### config.mk
export PLATFORM = sky130hd
export DESIGN_NAME = windowed_watchdog_supervisor
export DESIGN_NICKNAME = d
export VERILOG_FILES = /design/src/hdl/wdt_pkg.sv /design/src/hdl/sync2.sv /design/src/hdl/windowed_watchdog_supervisor.sv
export SDC_FILE = /design/constraint.sdc
export NUM_CORES = 1
export LEC_CHECK = 0
export ABC_AREA = 1
export BUFFER_PORTS_ARGS = -buffer_cell sky130_fd_sc_hd__buf_2
export CAP_MARGIN = 20
export CORE_UTILIZATION = 45
export CTS_BUF_LIST = sky130_fd_sc_hd__clkbuf_8 sky130_fd_sc_hd__clkbuf_16
export DETAILED_ROUTE_END_ITERATION = 8
export PLACE_DENSITY = 0.72
export SLEW_MARGIN = 20
export SYNTH_ARGS = -nofsm -noshare
export SYNTH_HDL_FRONTEND = slang
export SYNTH_SLANG_ARGS = --single-unit
### constraint.sdc
create_clock -name CLOCK -period 3.3 [get_ports CLOCK]
set_clock_uncertainty 0.05 [all_clocks]
set_input_delay 0.165 -clock CLOCK [delete_from_list [all_inputs] [get_ports CLOCK]]
set_output_delay 0.165 -clock CLOCK [all_outputs]
set_load 0.02 [all_outputs]
### src/hdl/wdt_pkg.sv
// package of constants and carriers for the windowed watchdog supervisor
package wdt_pkg;

    // ****************************************************************
    // clock and timing
    // ****************************************************************
    localparam int unsigned CLK_HZ          = 50_000_000;
    localparam int unsigned CLK_NS          = 20;
    localparam int unsigned CNT_W           = 32;

    // slow fault limit, fixed option: plain default, set per build
    localparam int unsigned SLOW_FIXED_MS   = 250;
    localparam int unsigned SLOW_FIXED_CYC  = SLOW_FIXED_MS * (CLK_HZ / 1000);
    // adjustable option: 155e6 s/F times capacitance; capacitance in pF
    localparam int unsigned SLOW_SCALE_MEG  = 155;
    localparam int unsigned CAP_PF_DEFAULT  = 2000;
    // 155e6 * C[pF] * 1e-12 s = 155 * C / 1e6 s; in cycles: 155 * C * 50
    localparam int unsigned SLOW_ADJ_CYC    = SLOW_SCALE_MEG * CAP_PF_DEFAULT
                                              * (CLK_HZ / 1_000_000);

    // reset hold period options, in ns
    localparam int unsigned HOLD_D0_NS      = 35_000;
    localparam int unsigned HOLD_D1_NS      = 3_125_000;
    localparam int unsigned HOLD_D2_NS      = 12_500_000;
    localparam int unsigned HOLD_D3_NS      = 50_000_000;
    localparam int unsigned HOLD_D4_NS      = 200_000_000;
    localparam int unsigned HOLD_D2_CYC     = HOLD_D2_NS / CLK_NS;

    // ****************************************************************
    // window ratio encoding
    // ****************************************************************
    localparam logic [1:0]  SEL_R8          = 2'h0;
    localparam logic [1:0]  SEL_R16         = 2'h1;
    localparam logic [1:0]  SEL_OFF         = 2'h2;
    localparam logic [1:0]  SEL_R64         = 2'h3;
    localparam int unsigned SHIFT_R8        = 3;
    localparam int unsigned SHIFT_R16       = 4;
    localparam int unsigned SHIFT_R64       = 6;

    // synchronised strap and enable levels
    typedef struct packed {
        logic       windowed;
        logic       adjustable;
        logic [1:0] ratio_sel;
        logic       check_off_n;
        logic       light_load;
        logic       load_above;
    } cfg_s;

    typedef enum logic [2:0] {
        ST_HOLD  = 3'h1,
        ST_ARM   = 3'h2,
        ST_WATCH = 3'h4
    } wd_state_e;

endpackage : wdt_pkg

### src/hdl/sync2.sv
// two-flip-flop synchroniser for a bundle of levels
`timescale 1ns/1ps
`default_nettype none
module sync2 #(
    parameter int unsigned W = 1
) (
    input  wire  logic         clk,
    input  wire  logic [W-1:0] d,
    output var   logic [W-1:0] q
);
    logic [W-1:0] meta;

    always_ff @(posedge clk) begin
        meta <= d;
        q    <= meta;
    end
endmodule : sync2
`default_nettype wire

### src/hdl/windowed_watchdog_supervisor.sv
// windowed watchdog supervisor: strobe interval check and reset pulse
// What this block does
// - slow limit fixed or adjustable by strap
// - adjustable limit scales with timing capacitance
// - interval too short or too long faults
// - fault drives reset low for hold period
// - fast limit is slow limit over ratio
// - select a high, b low disables watchdog
// - strobe ignored while reset asserted
// - measuring starts only after reset release
// - interval counter cleared when reset asserts
// - non-windowed: disable pin low disables watchdog
// - light load disables the watchdog
// - light-load disable released only above upper threshold
// - re-enable immediately unless reset asserted
// - hold period one of five build values
// - select encoding 8, 16, off, 64
`timescale 1ns/1ps
`default_nettype none
module windowed_watchdog_supervisor #(
    parameter int unsigned             CNT_W      = wdt_pkg::CNT_W,
    parameter logic [wdt_pkg::CNT_W-1:0] SLOW_FIXED = wdt_pkg::CNT_W'(wdt_pkg::SLOW_FIXED_CYC),
    parameter logic [wdt_pkg::CNT_W-1:0] SLOW_ADJ   = wdt_pkg::CNT_W'(wdt_pkg::SLOW_ADJ_CYC),
    parameter logic [wdt_pkg::CNT_W-1:0] HOLD_CYC   = wdt_pkg::CNT_W'(wdt_pkg::HOLD_D2_CYC),
    parameter bit                      WINDOWED   = 1'b1
) (
    input  wire  logic CLOCK,
    input  wire  logic RST,
    input  wire  logic HOST_STROBE_IN,
    input  wire  logic TIMEOUT_CAP_PIN,
    input  wire  logic WINDOW_RATIO_SEL_A,
    input  wire  logic WINDOW_RATIO_SEL_B,
    input  wire  logic STROBE_CHECK_OFF_N,
    input  wire  logic LOAD_BELOW_DISABLE,
    input  wire  logic LOAD_ABOVE_ENABLE,
    output var   logic RESET_OUT_N,
    output var   logic WATCHDOG_ACTIVE,
    output var   logic FAULT_FAST,
    output var   logic FAULT_SLOW
);

    // ****************************************************************
    // input synchronisation
    // ****************************************************************
    logic [6:0] raw_in;
    logic [6:0] sync_in;
    logic       strobe_s;
    logic       strobe_d;
    wdt_pkg::cfg_s cfg;

    assign raw_in = {HOST_STROBE_IN, TIMEOUT_CAP_PIN, WINDOW_RATIO_SEL_A,
                     WINDOW_RATIO_SEL_B, STROBE_CHECK_OFF_N, LOAD_BELOW_DISABLE,
                     LOAD_ABOVE_ENABLE};

    sync2 #(.W(7)) u_sync (
        .clk (CLOCK),
        .d   (raw_in),
        .q   (sync_in)
    );

    assign strobe_s        = sync_in[6];
    assign cfg.windowed    = WINDOWED;
    assign cfg.adjustable  = ~sync_in[5];
    assign cfg.ratio_sel   = sync_in[4:3];
    assign cfg.check_off_n = sync_in[2];
    assign cfg.light_load  = sync_in[1];
    assign cfg.load_above  = sync_in[0];

    // ****************************************************************
    // configuration captured at reset release
    // ****************************************************************
    logic             cfg_taken;
    logic [CNT_W-1:0] slow_limit;

    always_ff @(posedge CLOCK) begin
        if (RST) begin
            cfg_taken  <= 1'b0;
            slow_limit <= SLOW_FIXED;
        end else if (!cfg_taken) begin
            cfg_taken  <= 1'b1;
            // strap low selects capacitor timing, tied high selects fixed
            slow_limit <= cfg.adjustable ? SLOW_ADJ : SLOW_FIXED;
        end
    end

    // fast limit as slow limit divided by the selected ratio
    function automatic logic [CNT_W-1:0] fast_of(input logic [CNT_W-1:0] slow,
                                                  input logic [1:0]       sel);
        logic [CNT_W-1:0] r;
        r = '0;
        unique case (sel)
            wdt_pkg::SEL_R8:  r = slow >> wdt_pkg::SHIFT_R8;
            wdt_pkg::SEL_R16: r = slow >> wdt_pkg::SHIFT_R16;
            wdt_pkg::SEL_R64: r = slow >> wdt_pkg::SHIFT_R64;
            wdt_pkg::SEL_OFF: r = '0;
        endcase
        return r;
    endfunction : fast_of

    logic [CNT_W-1:0] fast_limit;
    assign fast_limit = cfg.windowed ? fast_of(slow_limit, cfg.ratio_sel) : '0;

    // ****************************************************************
    // disable conditions
    // ****************************************************************
    logic light_off;
    logic disabled;

    always_ff @(posedge CLOCK) begin
        if (RST) begin
            light_off <= 1'b0;
        end else if (cfg.light_load) begin
            light_off <= 1'b1;
        end else if (cfg.load_above) begin
            light_off <= 1'b0;
        end
    end

    assign disabled = light_off
                    | (cfg.windowed && cfg.ratio_sel == wdt_pkg::SEL_OFF)
                    | (!cfg.windowed && !cfg.check_off_n);

    // ****************************************************************
    // interval measurement and reset hold
    // ****************************************************************
    wdt_pkg::wd_state_e state;
    logic [CNT_W-1:0]   interval;
    logic [CNT_W-1:0]   hold_cnt;
    logic               edge_seen;
    logic               too_fast;
    logic               too_slow;

    assign edge_seen = strobe_s ^ strobe_d;
    assign too_fast  = edge_seen && (interval < fast_limit);
    assign too_slow  = (interval >= slow_limit);

    always_ff @(posedge CLOCK) begin
        if (RST) begin
            strobe_d <= 1'b0;
        end else begin
            strobe_d <= strobe_s;
        end
    end

    always_ff @(posedge CLOCK) begin
        if (RST) begin
            state       <= wdt_pkg::ST_HOLD;
            interval    <= '0;
            hold_cnt    <= '0;
            RESET_OUT_N <= 1'b0;
            FAULT_FAST  <= 1'b0;
            FAULT_SLOW  <= 1'b0;
        end else begin
            FAULT_FAST <= 1'b0;
            FAULT_SLOW <= 1'b0;
            unique case (state)
                wdt_pkg::ST_HOLD: begin
                    interval <= '0;
                    if (hold_cnt >= HOLD_CYC - 1'b1) begin
                        hold_cnt    <= '0;
                        RESET_OUT_N <= 1'b1;
                        state       <= wdt_pkg::ST_ARM;
                    end else begin
                        hold_cnt <= hold_cnt + 1'b1;
                    end
                end
                wdt_pkg::ST_ARM, wdt_pkg::ST_WATCH: begin
                    if (disabled) begin
                        interval <= '0;
                        state    <= wdt_pkg::ST_ARM;
                    end else if (too_fast || too_slow) begin
                        FAULT_FAST  <= too_fast;
                        FAULT_SLOW  <= too_slow & ~too_fast;
                        RESET_OUT_N <= 1'b0;
                        interval    <= '0;
                        hold_cnt    <= '0;
                        state       <= wdt_pkg::ST_HOLD;
                    end else begin
                        state    <= wdt_pkg::ST_WATCH;
                        interval <= edge_seen ? CNT_W'(1) : interval + 1'b1;
                    end
                end
                default: begin
                    state <= wdt_pkg::ST_HOLD;
                end
            endcase
        end
    end

    always_ff @(posedge CLOCK) begin
        if (RST) begin
            WATCHDOG_ACTIVE <= 1'b0;
        end else begin
            WATCHDOG_ACTIVE <= (state != wdt_pkg::ST_HOLD) && !disabled;
        end
    end

endmodule : windowed_watchdog_supervisor
`default_nettype wire

==> metrics.md <==
| Metric | Value |
|---|---|
| Static Leak | between 2 and 2.5 nW |
| Hold depth | 0 |
| CTS clk-pin slew, worst paths | 0.06 ns |
| Hold path start | u_sync.meta[6] |
| # IOs | 13 |
| Core Box Area | 10900 um2 |
| Clock sinks | between 80 and 90 |
| Fin. Hold Viols | 0 |
| H-tree Lvls | 3 |
| Max layer used | met4 |
| Via count | roughly 4.6k |
| Syn avg cell area | 6.92 um2 |
| Max clock buf depth | 2 |
| Ys Warns | 0 |
| Post-placement setup slack | about 0.27 ns |
| Yosys cell types | between 40 and 50 |
| RSZ-0062 raised after global routing | no |
| Rows | 38 |
| Minimum clock period | about 2.9 ns |
| Maximum net fanout on the critical path | 25 |
| Syn Inst Count | between 700 and 800 |
| Final TNS setup | 0 ns |
| DRC Markers | 0 |
| Die height | 108 um |
| Hold Path Class | register to register |
| Syn nets | between 700 and 800 |
| Slowest stage cell, crit path | dfxtp_1 |
| Mapped Area | between 5000 and 6000 um2 |
| Reg-to-Reg End | hold_cnt[18] |
| Root Driver | clkbuf_16 |
| Initial Util | a little under half |
| Total congestion overflow | 0 |
| Worst r2r src | u_sync.q[4] |
| Critical Path Most Common Cell | nand2_1 |
| VDD IR max | 0.518 mV |
| Layout cells sized above 1 | under 10% |
| Most frequent cells in the layout | nand2_1 (134), nor2_1 (134), inv_1 (97) |
| Largest net degree at the start of global routing | 36 |
| DIE AREA | 11700 um2 |
| Hpwl dp | between 7 and 8 mm |
| Post-route antenna net violation count | 0 |
| Endpoints failing setup | 0 |
| Pwr Density | 563 nW/um2 |
| Pins Over Slew Limit | 0 |
| Hold Path Sink | u_sync.q[6] |
| Worst setup EP type | register |
| Routability cong. | about 0.9 |
| CTS tree | yes |
| Drt wl/cell | 12.7 um |
| First-pass GRT wire length | between 15 and 20 mm |
| Max incr delay on CP | between 0.3 and 0.4 ns |
| Post-synth top flop | dfxtp_1 |
| Share of the synthesized area in the top cell type | about a third |
| Max Cap Viol | 0 |
| Setup CP Type | register to register |
| CP startpoint kind | register |
| Synth area leaders | dfxtp_1 (35%), nand2_1 (9.9%), nor2_1 (9.9%) |
| Worst Reg2Reg Path Length in Cells | 20 |
| Status | finished, final reports clean |
| Starting DRC count in detailed routing | about 220 |
| Port bufs | 11 |
| Final hold slack | roughly 0.28 ns |
| CTS Buf Count | 9 |
| R2R Setup Slk | roughly 0.37 ns |
| Drt pass-1 iters | 5 |
| Met3 Wirelength | around 410 um |
| Number of global-route vias before repair | approximately 4.4k |
| Total power | about 3.2 mW |
| Drt via density | ~5.2 |
| Async set-or-reset flop fraction in the synthesized netlist | 0% |
| Worst-Skew Late Latency | between 0.3 and 0.4 ns |
| Seq cells post-synth | 88 |
| Data arrival time of the critical path | slightly above 3 ns |
| Antenna cell count | 0 |
| Cell Chain, Critical Path | inv_1, ha_1, nand2_1, inv_1, o31ai_1, ha_1, nand2_1, nor2_1, a211oi_1, nand2_1, nand2_1, nand2_1, nand2_1, nand2_2, nand2_4, nand2_8, nand2_8, nand2_1, nand2_1, nor2_1 |
| Tcrit/Tclk final | 88.8% |
| Nets | ~790 |
| Die W | around 110 um |
| Initial antenna violation count | 0 |
| Crit path launch | u_sync.q[4] |
| # Post-CTS Setup Buffers | 0 |
| Post-synth top area cell | dfxtp_1 |
| Core Util, Final | slightly above 50% |
| Fin worst setup slack | 0.369 ns |
| Final WL | 11.3 mm |
| Slew @ Worst Pin | about 0.86 ns |
| GR Util All Layers | between 20% and 30% |
| Post-synth EDFFs | 0 |
| Syn-to-layout area delta | 10.2% |
| M1 WL | approximately 5.3 mm |
| Sequential share of the synthesized area | between 30% and 40% |
| CP required | 3.45 ns |
| DR WL met2 | ~5.3 mm |
| Relative slew slack | a little over two fifths |
| F_max | between 300 and 400 MHz |
## how the worst max path moves through the flow
stage / endpoint / slack, ns / depth (start not counted)
after floorplan: hold_cnt[16] / 0.83 / 19
after global placement: hold_cnt[19] / 0.39 / 20
after detailed placement: hold_cnt[18] / 0.27 / 19
after CTS: hold_cnt[18] / 0.25 / 16
after global routing: hold_cnt[1] / 0.02 / 20
final: hold_cnt[18] / 0.37 / 20
## per-layer routing
metal | GRT usage, % | vias to the layer above
li1 | - | 2387
met4 | 9.85 | 0
met2 | 35.1 | 94
met3 | 2.95 | 27
met1 | 26.2 | 2126
met5 | 0 | -
## report_power, final
group          total (mW)  switching [mW]  internal (mW)
combinational       0.812           0.575          0.238
clock                1.13           0.453          0.672
sequential           1.22          0.0678           1.15
## area by class of cell
| class | instances | area, um2 |
|---|---|---|
| fillers | 1090 | 5330 |
| multi-input cells | 525 | 2830 |
| flip-flops and latches | 88 | 1760 |
| inverters | 100 | 375 |
| clock buffers | 9 | 225 |
| well taps | 140 | 175 |
| repair buffers | 19 | 130 |
| clock inverters | 7 | 104 |
## timing repair
| action | in CTS | in global routing |
|---|---|---|
| endpoints found under the hold margin | 6 | 0 |
| endpoints found under the setup margin | 0 | 18 |
| resized for setup | 0 | 2 |
| hold buffers | 6 | 0 |
## synthesized netlist by cell type, drive strengths merged, types with 2 or more instances
library cell,count
xnor2,2
ha,35
nand3b,4
nor3,44
clkbuf,12
o21ai,16
inv,100
nand3,48
nor4,9
o21bai,2
dfxtp,88
xor2,23
nor2,135
o221ai,2
buf,11
a21oi,37
nand4,18
or2,2
nand2,138
## per-stage QoR
step           cell area [um2]  std cells
2_1_floorplan             5080        735
3_3_place_gp              5200        865
3_5_place_dp              5200        865
4_1_cts                   5590        887
5_1_grt                   5600        888
6_report                  5600        888
## registers in the layout (all words and copies together) (netlist names)
name             count
RESET_OUT_N          1
strobe_d             1
light_off            1
FAULT_FAST           1
u_sync.q             6
FAULT_SLOW           1
state                3
slow_limit           2
WATCHDOG_ACTIVE      1
cfg_taken            1
hold_cnt            32
interval            32
u_sync.meta          6
## cells by family after synthesis
group	share of synthesized area [%]
AO/OA/AOI/OAI	7.38
flip-flops	34.7
adder cells (fa/ha/maj)	8.61
AND/OR/NAND/NOR	35.1
XOR/XNOR	4.31
buffers and inverters	9.94
## critical path: cells and delay by family, from the launching register on
kind	cells	cell delay, ns
AND/OR/NAND/NOR	14	1.20
adder cells (fa/ha/maj)	2	0.54
AO/OA/AOI/OAI	2	0.46
flip-flops	1	0.36
buffers and inverters	2	0.18
(Power assumes the default switching activity.)
